--- src/core/psfs_pkg.sv ---
package psfs_pkg;

    // register indices on the plain register port
    localparam logic [3:0] ADDR_PA_SEL_LO = 4'h0;
    localparam logic [3:0] ADDR_PA_SEL_HI = 4'h1;
    localparam logic [3:0] ADDR_PB_SEL_LO = 4'h2;
    localparam logic [3:0] ADDR_PB_SEL_HI = 4'h3;
    localparam logic [3:0] ADDR_PC_SEL = 4'h4;
    localparam logic [3:0] ADDR_IN_SRC_SEL = 4'h5;
    localparam logic [3:0] ADDR_DISP_SEL = 4'h6;
    localparam logic [3:0] ADDR_PA_DATA = 4'h8;
    localparam logic [3:0] ADDR_PA_DIR = 4'h9;
    localparam logic [3:0] ADDR_PA_WAKE = 4'hA;
    localparam logic [3:0] ADDR_PB_DATA = 4'hB;
    localparam logic [3:0] ADDR_PB_DIR = 4'hC;
    localparam logic [3:0] ADDR_PC_DATA = 4'hD;
    localparam logic [3:0] ADDR_PC_DIR = 4'hE;
    localparam logic [3:0] ADDR_BIT_OP = 4'hF;

    // implemented-bit masks of the selection registers and the port c registers
    localparam logic [7:0] MASK_PA_SEL_LO = 8'hCC;
    localparam logic [7:0] MASK_PA_SEL_HI = 8'hFF;
    localparam logic [7:0] MASK_PB_SEL_LO = 8'hF0;
    localparam logic [7:0] MASK_PB_SEL_HI = 8'h3F;
    localparam logic [7:0] MASK_SMALL_SEL = 8'h03;
    localparam logic [7:0] MASK_PC_PORT = 8'h01;

    // reset values
    localparam logic [7:0] RST_SEL = 8'h00;
    localparam logic [7:0] RST_PORT = 8'hFF;
    localparam logic [7:0] RST_WAKE = 8'h00;

    // field positions (low bit of each two-bit field; the source and lcd selects are single bits)
    localparam int POS_PA3 = 6;
    localparam int POS_PA1 = 2;
    localparam int POS_PA7 = 6;
    localparam int POS_PA6 = 4;
    localparam int POS_PA5 = 2;
    localparam int POS_PA4 = 0;
    localparam int POS_PB3 = 6;
    localparam int POS_PB2 = 4;
    localparam int POS_PB6 = 4;
    localparam int POS_PB5 = 2;
    localparam int POS_PB4 = 0;
    localparam int POS_PC0 = 0;
    localparam int POS_SPI_SRC = 1;
    localparam int POS_RX_SRC = 0;
    localparam int POS_LCD_SEGMENT_30 = 1;
    localparam int POS_LCD_SEGMENT_31 = 0;

    // bit-operation command layout: [3] set/clear, [2:0] bit index
    localparam int POS_BIT_SET = 3;

    // pin function per selection code
    typedef enum logic [1:0] {
        PSFS_SEL_00,
        PSFS_SEL_01,
        PSFS_SEL_10,
        PSFS_SEL_11
    } psfs_sel_t;

    // peripheral outputs and enables seen by the mux
    typedef struct packed {
        logic timer0_out;
        logic timer0_out_inv;
        logic timer1_out;
        logic timer1_out_inv;
        logic serial_periph_dout;
        logic serial_periph_cs;
        logic serial_periph_clk;
        logic uart_tx;
    } psfs_periph_t;

    // inputs delivered to peripherals
    typedef struct packed {
        logic serial_periph_din;
        logic uart_rx;
        logic ext_irq_0;
        logic ext_irq_1;
        logic timer0_clk_in;
    } psfs_periph_in_t;

    // analog switch enables
    typedef struct packed {
        logic analog_ch4;
        logic analog_ch5;
        logic analog_ch6;
        logic analog_ch7;
        logic amp_pos_in;
        logic amp_neg_in;
        logic low_volt_detect_in;
    } psfs_analog_t;

endpackage : psfs_pkg

--- src/core/psfs_pin_mux.sv ---
// Design decisions made here: strobed register access and the placing of the registers.
`timescale 1ns/1ps
//
// Contract
// - pa3: port, timer1 out, analog ch7
// - pa1: port with irq0, analog ch6
// - pa7: port, timer0 inv, spi din, rx
// - pa6: port, spi dout, uart tx
// - pa5: port, timer1 inv, spi cs
// - pa4: port, spi clock on 01
// - pb3: port, amp positive input on 01
// - pb2: port with irq1, low-volt detect
// - pb6: port, spi dout, uart tx
// - pb5: port, spi din, rx, analog ch5
// - pb4: port with timer clock, amp, ch4
// - pc0: port, timer0 out on 01
// - spi din source: pb5 or pa7
// - rx source: pa7 or pb5
// - bit1 picks segment30 or common5
// - bit0 picks segment31 or common4
// - unimplemented bits read zero, ignore writes
// - reset sets port data and direction
// - bit set/clear is read-modify-write
// - enabled port a falling edge wakes
// - direction 1 input, 0 output; read latch
//
module psfs_pin_mux #(
    parameter int ADDR_W = 4
) (
    input wire logic clk_in,
    input wire logic rst_b_in,
    input wire logic [ADDR_W-1:0] addr_in,
    input wire logic [7:0] wdata_in,
    input wire logic wr_in,
    input wire logic rd_in,
    output logic [7:0] rdata_out,
    input wire logic [7:0] pa_pin_in,
    output logic [7:0] pa_pin_out,
    output logic [7:0] pa_pin_oe_out,
    input wire logic [7:0] pb_pin_in,
    output logic [7:0] pb_pin_out,
    output logic [7:0] pb_pin_oe_out,
    input wire logic pc0_pin_in,
    output logic pc0_pin_out,
    output logic pc0_pin_oe_out,
    input wire psfs_pkg::psfs_periph_t periph_in,
    output psfs_pkg::psfs_periph_in_t periph_out,
    output psfs_pkg::psfs_analog_t analog_sel_out,
    output logic lcd_common_5_sel_out,
    output logic lcd_common_4_sel_out,
    input wire logic sleep_in,
    output logic wake_out
);

    logic [7:0] pa_sel_lo_r;
    logic [7:0] pa_sel_hi_r;
    logic [7:0] pb_sel_lo_r;
    logic [7:0] pb_sel_hi_r;
    logic [7:0] pc_sel_r;
    logic [7:0] in_src_r;
    logic [7:0] disp_sel_r;
    logic [7:0] pa_data_r;
    logic [7:0] pa_dir_r;
    logic [7:0] pa_wake_r;
    logic [7:0] pb_data_r;
    logic [7:0] pb_dir_r;
    logic [7:0] pc_data_r;
    logic [7:0] pc_dir_r;
    logic [3:0] bit_op_r;
    logic bit_op_pend_r;
    logic [7:0] rdata_nxt;
    logic [7:0] rmw_val;
    logic [7:0] rmw_nxt;
    logic [7:0] pa_out_nxt;
    logic [7:0] pa_oe_nxt;
    logic [7:0] pb_out_nxt;
    logic [7:0] pb_oe_nxt;
    logic pc0_out_nxt;
    logic pc0_oe_nxt;
    psfs_pkg::psfs_periph_in_t pin_nxt;
    psfs_pkg::psfs_analog_t ana_nxt;
    psfs_pkg::psfs_sel_t pa3_sel_field;
    psfs_pkg::psfs_sel_t pa1_sel_field;
    psfs_pkg::psfs_sel_t pa7_sel_field;
    psfs_pkg::psfs_sel_t pa6_sel_field;
    psfs_pkg::psfs_sel_t pa5_sel_field;
    psfs_pkg::psfs_sel_t pa4_sel_field;
    psfs_pkg::psfs_sel_t pb3_sel_field;
    psfs_pkg::psfs_sel_t pb2_sel_field;
    psfs_pkg::psfs_sel_t pb6_sel_field;
    psfs_pkg::psfs_sel_t pb5_sel_field;
    psfs_pkg::psfs_sel_t pb4_sel_field;
    psfs_pkg::psfs_sel_t pc0_sel_field;
    logic spi_din_source_bit;
    logic uart_rx_source_bit;
    logic wake_pulse;

    if (ADDR_W < 4)
        $error("psfs_pin_mux: ADDR_W must be at least 4");

    // field extraction
    assign pa3_sel_field = psfs_pkg::psfs_sel_t'(
        pa_sel_lo_r[psfs_pkg::POS_PA3 +: 2]);
    assign pa1_sel_field = psfs_pkg::psfs_sel_t'(
        pa_sel_lo_r[psfs_pkg::POS_PA1 +: 2]);
    assign pa7_sel_field = psfs_pkg::psfs_sel_t'(
        pa_sel_hi_r[psfs_pkg::POS_PA7 +: 2]);
    assign pa6_sel_field = psfs_pkg::psfs_sel_t'(
        pa_sel_hi_r[psfs_pkg::POS_PA6 +: 2]);
    assign pa5_sel_field = psfs_pkg::psfs_sel_t'(
        pa_sel_hi_r[psfs_pkg::POS_PA5 +: 2]);
    assign pa4_sel_field = psfs_pkg::psfs_sel_t'(
        pa_sel_hi_r[psfs_pkg::POS_PA4 +: 2]);
    assign pb3_sel_field = psfs_pkg::psfs_sel_t'(
        pb_sel_lo_r[psfs_pkg::POS_PB3 +: 2]);
    assign pb2_sel_field = psfs_pkg::psfs_sel_t'(
        pb_sel_lo_r[psfs_pkg::POS_PB2 +: 2]);
    assign pb6_sel_field = psfs_pkg::psfs_sel_t'(
        pb_sel_hi_r[psfs_pkg::POS_PB6 +: 2]);
    assign pb5_sel_field = psfs_pkg::psfs_sel_t'(
        pb_sel_hi_r[psfs_pkg::POS_PB5 +: 2]);
    assign pb4_sel_field = psfs_pkg::psfs_sel_t'(
        pb_sel_hi_r[psfs_pkg::POS_PB4 +: 2]);
    assign pc0_sel_field = psfs_pkg::psfs_sel_t'(
        pc_sel_r[psfs_pkg::POS_PC0 +: 2]);
    assign spi_din_source_bit = in_src_r[psfs_pkg::POS_SPI_SRC];
    assign uart_rx_source_bit = in_src_r[psfs_pkg::POS_RX_SRC];

    // selection registers, masked to implemented bits
    always_ff @(posedge clk_in or negedge rst_b_in)
    begin
        if (!rst_b_in)
        begin
            pa_sel_lo_r <= psfs_pkg::RST_SEL;
            pa_sel_hi_r <= psfs_pkg::RST_SEL;
            pb_sel_lo_r <= psfs_pkg::RST_SEL;
            pb_sel_hi_r <= psfs_pkg::RST_SEL;
            pc_sel_r <= psfs_pkg::RST_SEL;
            in_src_r <= psfs_pkg::RST_SEL;
            disp_sel_r <= psfs_pkg::RST_SEL;
        end
        else if (wr_in)
        begin
            unique case (addr_in[3:0])
                psfs_pkg::ADDR_PA_SEL_LO:
                    pa_sel_lo_r <= wdata_in & psfs_pkg::MASK_PA_SEL_LO;
                psfs_pkg::ADDR_PA_SEL_HI:
                    pa_sel_hi_r <= wdata_in & psfs_pkg::MASK_PA_SEL_HI;
                psfs_pkg::ADDR_PB_SEL_LO:
                    pb_sel_lo_r <= wdata_in & psfs_pkg::MASK_PB_SEL_LO;
                psfs_pkg::ADDR_PB_SEL_HI:
                    pb_sel_hi_r <= wdata_in & psfs_pkg::MASK_PB_SEL_HI;
                psfs_pkg::ADDR_PC_SEL:
                    pc_sel_r <= wdata_in & psfs_pkg::MASK_SMALL_SEL;
                psfs_pkg::ADDR_IN_SRC_SEL:
                    in_src_r <= wdata_in & psfs_pkg::MASK_SMALL_SEL;
                psfs_pkg::ADDR_DISP_SEL:
                    disp_sel_r <= wdata_in & psfs_pkg::MASK_SMALL_SEL;
                default: ;
            endcase
        end
    end

    // bit-op command: latched, applied next cycle as read-modify-write
    always_ff @(posedge clk_in or negedge rst_b_in)
    begin
        if (!rst_b_in)
        begin
            bit_op_r <= 4'h0;
            bit_op_pend_r <= 1'b0;
        end
        else
        begin
            bit_op_pend_r <= wr_in && addr_in[3:0] == psfs_pkg::ADDR_BIT_OP;
            if (wr_in && addr_in[3:0] == psfs_pkg::ADDR_BIT_OP)
                bit_op_r <= wdata_in[3:0];
        end
    end

    // whole-byte read of port a data, one bit changed
    always_comb
    begin
        rmw_val = pa_data_r;
        if (bit_op_r[psfs_pkg::POS_BIT_SET])
            rmw_nxt = rmw_val | (8'h01 << bit_op_r[2:0]);
        else
            rmw_nxt = rmw_val & ~(8'h01 << bit_op_r[2:0]);
    end

    // port data, direction and wake-enable registers
    always_ff @(posedge clk_in or negedge rst_b_in)
    begin
        if (!rst_b_in)
        begin
            pa_data_r <= psfs_pkg::RST_PORT;
            pa_dir_r <= psfs_pkg::RST_PORT;
            pb_data_r <= psfs_pkg::RST_PORT;
            pb_dir_r <= psfs_pkg::RST_PORT;
            pc_data_r <= psfs_pkg::MASK_PC_PORT;
            pc_dir_r <= psfs_pkg::MASK_PC_PORT;
            pa_wake_r <= psfs_pkg::RST_WAKE;
        end
        else if (bit_op_pend_r)
            pa_data_r <= rmw_nxt;
        else if (wr_in)
        begin
            unique case (addr_in[3:0])
                psfs_pkg::ADDR_PA_DATA: pa_data_r <= wdata_in;
                psfs_pkg::ADDR_PA_DIR: pa_dir_r <= wdata_in;
                psfs_pkg::ADDR_PA_WAKE: pa_wake_r <= wdata_in;
                psfs_pkg::ADDR_PB_DATA: pb_data_r <= wdata_in;
                psfs_pkg::ADDR_PB_DIR: pb_dir_r <= wdata_in;
                psfs_pkg::ADDR_PC_DATA:
                    pc_data_r <= wdata_in & psfs_pkg::MASK_PC_PORT;
                psfs_pkg::ADDR_PC_DIR:
                    pc_dir_r <= wdata_in & psfs_pkg::MASK_PC_PORT;
                default: ;
            endcase
        end
    end

    // read mux; output pins read the latch
    always_comb
    begin
        rdata_nxt = 8'h00;
        unique case (addr_in[3:0])
            psfs_pkg::ADDR_PA_SEL_LO: rdata_nxt = pa_sel_lo_r;
            psfs_pkg::ADDR_PA_SEL_HI: rdata_nxt = pa_sel_hi_r;
            psfs_pkg::ADDR_PB_SEL_LO: rdata_nxt = pb_sel_lo_r;
            psfs_pkg::ADDR_PB_SEL_HI: rdata_nxt = pb_sel_hi_r;
            psfs_pkg::ADDR_PC_SEL: rdata_nxt = pc_sel_r;
            psfs_pkg::ADDR_IN_SRC_SEL: rdata_nxt = in_src_r;
            psfs_pkg::ADDR_DISP_SEL: rdata_nxt = disp_sel_r;
            psfs_pkg::ADDR_PA_DATA:
                rdata_nxt = (pa_dir_r & pa_pin_in) | (~pa_dir_r & pa_data_r);
            psfs_pkg::ADDR_PA_DIR: rdata_nxt = pa_dir_r;
            psfs_pkg::ADDR_PA_WAKE: rdata_nxt = pa_wake_r;
            psfs_pkg::ADDR_PB_DATA:
                rdata_nxt = (pb_dir_r & pb_pin_in) | (~pb_dir_r & pb_data_r);
            psfs_pkg::ADDR_PB_DIR: rdata_nxt = pb_dir_r;
            psfs_pkg::ADDR_PC_DATA:
                rdata_nxt = {7'h00, pc_dir_r[0] ? pc0_pin_in : pc_data_r[0]};
            psfs_pkg::ADDR_PC_DIR: rdata_nxt = pc_dir_r;
            default: rdata_nxt = 8'h00;
        endcase
    end

    // read data valid the cycle after the strobe only
    always_ff @(posedge clk_in or negedge rst_b_in)
    begin
        if (!rst_b_in)
            rdata_out <= 8'h00;
        else if (rd_in)
            rdata_out <= rdata_nxt;
        else
            rdata_out <= 8'h00;
    end

    // output drivers: gpio by default, peripheral where selected
    always_comb
    begin
        pa_out_nxt = pa_data_r;
        pa_oe_nxt = ~pa_dir_r;
        pb_out_nxt = pb_data_r;
        pb_oe_nxt = ~pb_dir_r;
        pc0_out_nxt = pc_data_r[0];
        pc0_oe_nxt = ~pc_dir_r[0];
        ana_nxt = '0;
        unique case (pa3_sel_field)
            psfs_pkg::PSFS_SEL_01:
            begin
                pa_out_nxt[3] = periph_in.timer1_out;
                pa_oe_nxt[3] = 1'b1;
            end
            psfs_pkg::PSFS_SEL_10:
            begin
                pa_oe_nxt[3] = 1'b0;
                ana_nxt.analog_ch7 = 1'b1;
            end
            default: ;
        endcase
        if (pa1_sel_field == psfs_pkg::PSFS_SEL_10)
        begin
            pa_oe_nxt[1] = 1'b0;
            ana_nxt.analog_ch6 = 1'b1;
        end
        unique case (pa7_sel_field)
            psfs_pkg::PSFS_SEL_01:
            begin
                pa_out_nxt[7] = periph_in.timer0_out_inv;
                pa_oe_nxt[7] = 1'b1;
            end
            psfs_pkg::PSFS_SEL_10,
            psfs_pkg::PSFS_SEL_11: pa_oe_nxt[7] = 1'b0;
            default: ;
        endcase
        unique case (pa6_sel_field)
            psfs_pkg::PSFS_SEL_01:
            begin
                pa_out_nxt[6] = periph_in.serial_periph_dout;
                pa_oe_nxt[6] = 1'b1;
            end
            psfs_pkg::PSFS_SEL_10:
            begin
                pa_out_nxt[6] = periph_in.uart_tx;
                pa_oe_nxt[6] = 1'b1;
            end
            default: ;
        endcase
        unique case (pa5_sel_field)
            psfs_pkg::PSFS_SEL_01:
            begin
                pa_out_nxt[5] = periph_in.timer1_out_inv;
                pa_oe_nxt[5] = 1'b1;
            end
            psfs_pkg::PSFS_SEL_10:
            begin
                pa_out_nxt[5] = periph_in.serial_periph_cs;
                pa_oe_nxt[5] = 1'b1;
            end
            default: ;
        endcase
        if (pa4_sel_field == psfs_pkg::PSFS_SEL_01)
        begin
            pa_out_nxt[4] = periph_in.serial_periph_clk;
            pa_oe_nxt[4] = 1'b1;
        end
        if (pb3_sel_field == psfs_pkg::PSFS_SEL_01)
        begin
            pb_oe_nxt[3] = 1'b0;
            ana_nxt.amp_pos_in = 1'b1;
        end
        if (pb2_sel_field == psfs_pkg::PSFS_SEL_01)
        begin
            pb_oe_nxt[2] = 1'b0;
            ana_nxt.low_volt_detect_in = 1'b1;
        end
        unique case (pb6_sel_field)
            psfs_pkg::PSFS_SEL_01:
            begin
                pb_out_nxt[6] = periph_in.serial_periph_dout;
                pb_oe_nxt[6] = 1'b1;
            end
            psfs_pkg::PSFS_SEL_10:
            begin
                pb_out_nxt[6] = periph_in.uart_tx;
                pb_oe_nxt[6] = 1'b1;
            end
            default: ;
        endcase
        unique case (pb5_sel_field)
            psfs_pkg::PSFS_SEL_00: ;
            psfs_pkg::PSFS_SEL_11:
            begin
                pb_oe_nxt[5] = 1'b0;
                ana_nxt.analog_ch5 = 1'b1;
            end
            default: pb_oe_nxt[5] = 1'b0;
        endcase
        unique case (pb4_sel_field)
            psfs_pkg::PSFS_SEL_01:
            begin
                pb_oe_nxt[4] = 1'b0;
                ana_nxt.amp_neg_in = 1'b1;
            end
            psfs_pkg::PSFS_SEL_10:
            begin
                pb_oe_nxt[4] = 1'b0;
                ana_nxt.analog_ch4 = 1'b1;
            end
            default: ;
        endcase
        if (pc0_sel_field == psfs_pkg::PSFS_SEL_01)
        begin
            pc0_out_nxt = periph_in.timer0_out;
            pc0_oe_nxt = 1'b1;
        end
    end

    // peripheral inputs; shared gpio inputs rely on software direction
    always_comb
    begin
        pin_nxt.serial_periph_din = spi_din_source_bit ? pa_pin_in[7]
                                                       : pb_pin_in[5];
        pin_nxt.uart_rx = uart_rx_source_bit ? pb_pin_in[5]
                                             : pa_pin_in[7];
        pin_nxt.ext_irq_0 = (pa1_sel_field != psfs_pkg::PSFS_SEL_10)
                            & pa_pin_in[1];
        pin_nxt.ext_irq_1 = (pb2_sel_field != psfs_pkg::PSFS_SEL_01)
                            & pb_pin_in[2];
        pin_nxt.timer0_clk_in = (pb4_sel_field == psfs_pkg::PSFS_SEL_00 ||
                                 pb4_sel_field == psfs_pkg::PSFS_SEL_11)
                                & pb_pin_in[4];
    end

    // registered pin, analog and lcd outputs
    always_ff @(posedge clk_in or negedge rst_b_in)
    begin
        if (!rst_b_in)
        begin
            pa_pin_out <= psfs_pkg::RST_PORT;
            pa_pin_oe_out <= 8'h00;
            pb_pin_out <= psfs_pkg::RST_PORT;
            pb_pin_oe_out <= 8'h00;
            pc0_pin_out <= 1'b1;
            pc0_pin_oe_out <= 1'b0;
            periph_out <= '0;
            analog_sel_out <= '0;
            lcd_common_5_sel_out <= 1'b0;
            lcd_common_4_sel_out <= 1'b0;
        end
        else
        begin
            pa_pin_out <= pa_out_nxt;
            pa_pin_oe_out <= pa_oe_nxt;
            pb_pin_out <= pb_out_nxt;
            pb_pin_oe_out <= pb_oe_nxt;
            pc0_pin_out <= pc0_out_nxt;
            pc0_pin_oe_out <= pc0_oe_nxt;
            periph_out <= pin_nxt;
            analog_sel_out <= ana_nxt;
            lcd_common_5_sel_out <= disp_sel_r[psfs_pkg::POS_LCD_SEGMENT_30];
            lcd_common_4_sel_out <= disp_sel_r[psfs_pkg::POS_LCD_SEGMENT_31];
        end
    end

    // wake only from port a pins with wake enabled and direction set to input, whatever their selection
    psfs_wake_det #(
        .WIDTH(8)
    ) u_wake (
        .clk_in(clk_in),
        .rst_b_in(rst_b_in),
        .pin_in(pa_pin_in),
        .enable_in(pa_wake_r & pa_dir_r),
        .sleep_in(sleep_in),
        .wake_out(wake_pulse)
    );

    assign wake_out = wake_pulse;

endmodule : psfs_pin_mux

--- src/core/psfs_wake_det.sv ---
`timescale 1ns/1ps

// falling-edge wake detector over an enabled group of pins
module psfs_wake_det #(
    parameter int WIDTH = 8
) (
    input wire logic clk_in,
    input wire logic rst_b_in,
    input wire logic [WIDTH-1:0] pin_in,
    input wire logic [WIDTH-1:0] enable_in,
    input wire logic sleep_in,
    output logic wake_out
);

    logic [WIDTH-1:0] prev_r;
    logic [WIDTH-1:0] fall;

    if (WIDTH < 1)
        $error("psfs_wake_det: WIDTH must be at least 1");

    // previous pin levels; idle-high so reset is no edge
    always_ff @(posedge clk_in or negedge rst_b_in)
    begin
        if (!rst_b_in)
            prev_r <= '1;
        else
            prev_r <= pin_in;
    end

    // per-pin high-to-low detect
    for (genvar i = 0; i < WIDTH; i++)
    begin : g_fall
        assign fall[i] = prev_r[i] & ~pin_in[i] & enable_in[i];
    end

    // wake pulse only while sleeping
    always_ff @(posedge clk_in or negedge rst_b_in)
    begin
        if (!rst_b_in)
            wake_out <= 1'b0;
        else
            wake_out <= sleep_in & (|fall);
    end

endmodule : psfs_wake_det

--- config.mk ---
export PLATFORM = sky130hd
export DESIGN_NAME = psfs_pin_mux
export DESIGN_NICKNAME = d
export VERILOG_FILES = /design/src/core/psfs_pkg.sv /design/src/core/psfs_pin_mux.sv /design/src/core/psfs_wake_det.sv
export SDC_FILE = /design/constraint.sdc
export NUM_CORES = 1
export LEC_CHECK = 0
export ABC_AREA = 0
export BUFFER_PORTS_ARGS = -buffer_cell sky130_fd_sc_hd__buf_2
export CORE_ASPECT_RATIO = 1.25
export CORE_MARGIN = 2
export CORE_UTILIZATION = 40
export DETAILED_ROUTE_END_ITERATION = 12
export PLACE_DENSITY_LB_ADDON = 0.08
export SLEW_MARGIN = 20
export SYNTH_ARGS = -nofsm -noshare
export SYNTH_HDL_FRONTEND = slang
export SYNTH_SLANG_ARGS = --single-unit
--- constraint.sdc ---
create_clock -name clk_in -period 2.6 [get_ports clk_in]
set_clock_uncertainty 0.2 [all_clocks]
set_input_delay 0.78 -clock clk_in [delete_from_list [all_inputs] [get_ports clk_in]]
set_output_delay 0.78 -clock clk_in [all_outputs]
set_load 0.05 [all_outputs]
# [After elaboration in Yosys (flattened, before gate mapping)]
# Cells that the tools add are included.
[classes] eq_ne=36 shifts=1 n_mux=35 bitwise_logic=42 n_reduce_logical=27
[ops] op="$pmux W8 S14" count=1
[ops] op="$and A8 B8 Y8" count=6
[ops] op="$mux W8" count=5
[ops] op="$eq A4 B4 Y1 const B" count=8
[ops] op="$mux W1" count=24
[ops] op="$not A8 Y8" count=3
[ops] op="$or A8 B8 Y8" count=3
[ops] op="$and A1 B1 Y1" count=20
[ops] op="$eq A2 B1 Y1 const B" count=10
[ops] op="$eq A2 B2 Y1 const B" count=10
[ops] op="$reduce_and A3 Y1" count=6
[ops] op="$reduce_and A2 Y1" count=8
[ops] op="$eq A4 B3 Y1 const B" count=3
[ops] op="$not A1 Y1" count=10
[ops] op="$pmux W1 S2" count=5
[ops] op="$reduce_or A2 Y1" count=5
[ops] op="$eq A4 B2 Y1 const B" count=2
[ops] op="$reduce_or A8 Y1" count=1
[ops] op="$shl A1 B3 Y8 const A" count=1
[ops] op="$eq A4 B1 Y1 const B" count=1
[ops] op="$logic_not A2 Y1" count=2
[ops] op="$logic_not A4 Y1" count=1
[ops] op="$reduce_bool A2 Y1" count=2
[ops] op="$ne A2 B1 Y1 const B" count=1
[ops] op="3 further kinds" count=3
[totals] register_bits=140 in_bits=42 wordCells=180

# [Logic depth before layout (Yosys ltp)]
[logic_depth] depth_word=5 ltp_mapped=6

# [By module]
# A second synthesis with hierarchy kept.
[hier_totals] cells_unflattened=499 hier_area_um2=6312.3
[by_module_without_submodules] mod="psfs_pin_mux" instances=1 cells_each=477 area_per_inst_um2=6008.3 seq_area_each_um2=3342.0
[by_module_without_submodules] mod="psfs_wake_det" instances=1 cells_each=22 area_per_inst_um2=304.0 seq_area_each_um2=235.2

# [Least setup slack after synthesis]
# No wires, ideal clock.
[synth_timing] kind="input port to flip-flop" start="input port wr_in" end="register pb_dir_r[3]" setup_ps=82 arrival_time_ps=1949 t_required_ps=2318 path_slack_ps=369 stages=5 cell_sequence="clkbuf_1 nand4b_1 nor3_1 buf_2 mux2_2"
[synth_via] elab_chain_cells=1
[synth_rtl] item="start: declaration" line_no="psfs_pin_mux.sv:34" text="input wire logic wr_in,"
[synth_rtl] item="$reduce_and A3 Y1 (no line)"
[synth_rtl] item="end signal: assignment" line_no="psfs_pin_mux.sv:198" text="pb_dir_r <= psfs_pkg::RST_PORT;"
[synth_rtl] item="end signal: assignment" line_no="psfs_pin_mux.sv:212" text="psfs_pkg::ADDR_PB_DIR: pb_dir_r <= wdata_in;"
[synth_rtl] item="end: declaration" line_no="psfs_pin_mux.sv:66" text="logic [7:0] pb_dir_r;"
# No other way between the ends.
# A chain may end at the register's enable or synchronous reset.

# [Worst setup path in the final report]
[layout_timing] start="input port addr_in[0]" end="register pa_sel_hi_r[3]"
[layout_via] elab_chain_cells=2
[layout_rtl] item="start: declaration" line_no="psfs_pin_mux.sv:32" text="input wire logic [ADDR_W-1:0] addr_in,"
[layout_rtl] item="$eq A4 B1 Y1" line_no="psfs_pin_mux.sv:144" text="unique case (addr_in[3:0])"
[layout_rtl] item="$reduce_and A2 Y1 (no line)"
[layout_rtl] item="end signal: assignment" line_no="psfs_pin_mux.sv:135" text="pa_sel_hi_r <= psfs_pkg::RST_SEL;"
[layout_rtl] item="end signal: assignment" line_no="psfs_pin_mux.sv:148" text="pa_sel_hi_r <= wdata_in & psfs_pkg::MASK_PA_SEL_HI;"
[layout_rtl] item="end: declaration" line_no="psfs_pin_mux.sv:56" text="logic [7:0] pa_sel_hi_r;"
# No other way between the ends.

==> results.sh <==
export IMPL_drt_iter0_drc=367
export IMPL_dp_cells=793
export IMPL_wirelength_um=16900
export IMPL_ys_seq_area_frac=0.575
export IMPL_gp_congestion=0.892
export IMPL_ys_ff_latch=140
export IMPL_path_delay_family="simple AND/OR/NAND/NOR gates"
export IMPL_antenna_found_initial=0
export IMPL_die_w_um=116
export IMPL_via_per_inst=5.31
export IMPL_critPathLaunchType="input pin"
export IMPL_synth_edf_count=0
export IMPL_vias=4383
export IMPL_syn_inst=487
export IMPL_portBuffers=98
export IMPL_synth_top_family_by_area="multiplexers"
export IMPL_cts_tree="yes"
export IMPL_insertion_delay_ns=0.42
export IMPL_muxShareOfSynthArea=0.159
export IMPL_drtPass1Iterations=5
export IMPL_yosys_area_share_simple=0.117
export IMPL_worstPathMaxFanout=26
export IMPL_max_slew_margin=0.634
export IMPL_cts_made_buffers=17
export IMPL_cap_violations=0
export IMPL_final_nets=656
export IMPL_required_ns=2.70
export IMPL_clk_pin_slew_ns=0.06
export IMPL_post_cts_buffers=0
export IMPL_post_place_ws_ns=-0.0426
export IMPL_initial_core_util=0.412
export IMPL_synthToLayoutAreaGrowth_pct=22.8
export IMPL_rsz0062_at_grt="false"
export IMPL_worst_pin_slew_ns=0.549
export IMPL_grt_pass1_vias=4434
export IMPL_finalHoldViolations=0
export IMPL_drive_gt1_frac=0.485
export IMPL_std_cell_rows=50
export IMPL_antenna_left=0
export IMPL_synthXorXnorAreaFrac=0
export IMPL_p_per_area_nw_per_um2=984
export IMPL_setup_viol=0
export IMPL_wl_per_cell_um=20.5
export IMPL_worstPathCellList="buf_2 > nor4b_2 > nand2_1 > mux2_2"
export IMPL_cts_root_buf="clkbuf_16"
export IMPL_ir_drop_v=0.000599
export IMPL_cp_slowest_cell="buf_2"
export IMPL_postCtsHoldBufs=0
export IMPL_arrival_ns=2.33
export IMPL_critPathBufInv=1
export IMPL_synth_flop_cell="dfrtp_1"
export IMPL_grt_max_degree=51
export IMPL_synth_cell_type_count=60
export IMPL_grt_first_pass_wirelength_um=26300
export IMPL_period_minus_slack_ns=2.22
export IMPL_slew_violations=0
export IMPL_die_h_um=143
export IMPL_status="complete, no violations"
export IMPL_syn_area_um2=6220
export IMPL_min_period_over_period=0.854
export IMPL_synth_nets=539
export IMPL_die_area_um2=16600
export IMPL_clock_fmax_ghz=0.450
export IMPL_stdcell_count=825
export IMPL_synth_fa_ha_area_frac=0.0201
export IMPL_h_tree_depth=4
export IMPL_end_kind="flip-flop"
export IMPL_critical_path_max_stage_delay_ns=0.44
export IMPL_synth_compound_area_frac=0.0978
export IMPL_cts_sinks=140
export IMPL_core_um2=15100
export IMPL_drc_errors=0
export IMPL_synth_area_per_cell_um2=12.8
export IMPL_ys_async_sr_fraction=1.00
export IMPL_final_util=0.506
export IMPL_power_leakage_nw=3.41
export IMPL_dp_hpwl_um=12400
export IMPL_io_pins=99
export IMPL_worstHoldPathType="in -> async"
export IMPL_grt_overflow=0
export IMPL_cts_repair_resized=0
export IMPL_ys_warn_count=0
export IMPL_diodes=0
export IMPL_grtUsageTotal=0.217
export IMPL_path_class="in -> reg"
export IMPL_setup_ws_ns=0.379
export IMPL_cts_max_path_buffers=2
-- worst register-to-register path, delay by kind of cell, from the launching register on --
kind	cells	cell delay, ns
and+or+nand+nor	1	0.46
DFF	1	0.57
AOI/OAI and AO/OA	3	0.69
-- layout make-up --
type / instances / area (um2)
Tap cell: 208 / 260
Multi-Input combinational cell: 300 / 2450
Clock inverter: 7 / 62.6
Clock buffer: 25 / 505
Sequential cell: 140 / 3580
Inverter: 26 / 97.6
Timing Repair Buffer: 119 / 679
Fill cell: 1381 / 7450
-- final timing paths --
kind                                           from                    endpoint  slack, ns  cells past startpoint
max                                      addr_in[0]  pa_sel_hi_r[3]$_DFFE_PN0P_       0.38                      4
min reg2reg                pb_data_r[2]$_DFFE_PN1P_     pb_pin_out[2]$_DFF_PN1_       0.18                      0
min                                        rst_b_in  pb_sel_hi_r[4]$_DFFE_PN0P_        0.1                      1
max reg2reg                               flip-flop      rdata_out[4]$_DFF_PN0_       0.59                      4
max in group asynchronous                  rst_b_in    pb_data_r[1]$_DFFE_PN1P_       1.40                      2
min in group clk_in        pb_data_r[2]$_DFFE_PN1P_     pb_pin_out[2]$_DFF_PN1_       0.18                      0
-- synth_stat cells, drive strengths merged, types with 3 or more instances --
library cell  count  area, um2
nand2b            8       50.1
a31oi             9       56.3
o2bb2ai           5       43.8
nand2            32        145
mux2             77        867
a22oi             8       60.1
dfrtp            81       2030
o21ai            14       70.1
nand3            10       50.1
clkbuf            8       30.0
nor3              6       30.0
dfstp            59       1550
nand3b            3       22.5
ha               10        125
nand4             3       18.8
nor3b             9       78.8
a21oi             5       25.0
a22o              3       26.3
nand4b            9       78.8
mux2i            12        120
o221a             6       67.6
nor2b            17        106
a21o              3       22.5
inv              26       97.6
nor2             14       52.6
buf              13       62.6
o211ai            3       22.5
-- through the flow --
step	hold WS, ns	TNS [ns]	instance area [um2]	power [W]
finish	0.0956	0	7630	0.00751
detailed placement	0.168	-0.239	7060	0.00525
floorplan	0.158	0	6220	0.00461
CTS	0.109	0	7630	0.00759
global route	0.126	0	7630	0.00785
global placement	0.165	-0.177	7060	0.00522
-- where the power goes --
| group | leakage (nW) | internal [W] | switching [W] | total (W) |
|---|---|---|---|---|
| clock network | 0.283 | 0.00143 | 0.000879 | 0.00231 |
| registers | 1.61 | 0.00283 | 0.000396 | 0.00323 |
| logic | 1.52 | 0.000666 | 0.00131 | 0.00197 |
-- routing by layer --
metal / share of wire / GRT usage / vias up
met3: 0.053 / 0.0464 / 18
met2: 0.49 / 0.353 / 141
met1: 0.44 / 0.289 / 2223
li1: - / - / 2001
met4: 0.015 / 0.0729 / 0
met5: 0 / 0 / -
-- cell families after synthesis --
family | count (synthesis)
AND/OR/NAND/NOR | 121
flip-flops | 140
multiplexers | 89
buffers and inverters | 47
AO/OA/AOI/OAI | 80
adder cells (fa/ha/maj) | 10
-- placed cells by master, fill, tap and decap left out, drive strengths merged, types with 2 or more instances in the layout --
master,Yosys,final
nor3,6,6
a21oi,5,5
nor2b,17,17
nand4,3,3
clkbuf,8,25
nor3b,9,9
ha,10,10
o211ai,3,3
inv,26,26
nand3,10,10
mux2i,12,12
a31oi,9,9
nand3b,3,3
dfrtp,81,81
and2,2,2
a32oi,2,2
a21o,3,3
a22o,3,3
nand2,32,32
dfstp,59,59
mux2,77,77
clkinv,0,5
o221a,6,6
nor4b,2,2
nand4b,9,9
or3b,2,2
o2bb2ai,5,5
a211oi,2,2
buf,13,119
a221o,2,2
nor2,14,14
o21ai,14,14
nand2b,8,8
a22oi,8,8
a221oi,2,2
a211o,2,2
No activity file was read; power rests on OpenSTA's default activity.
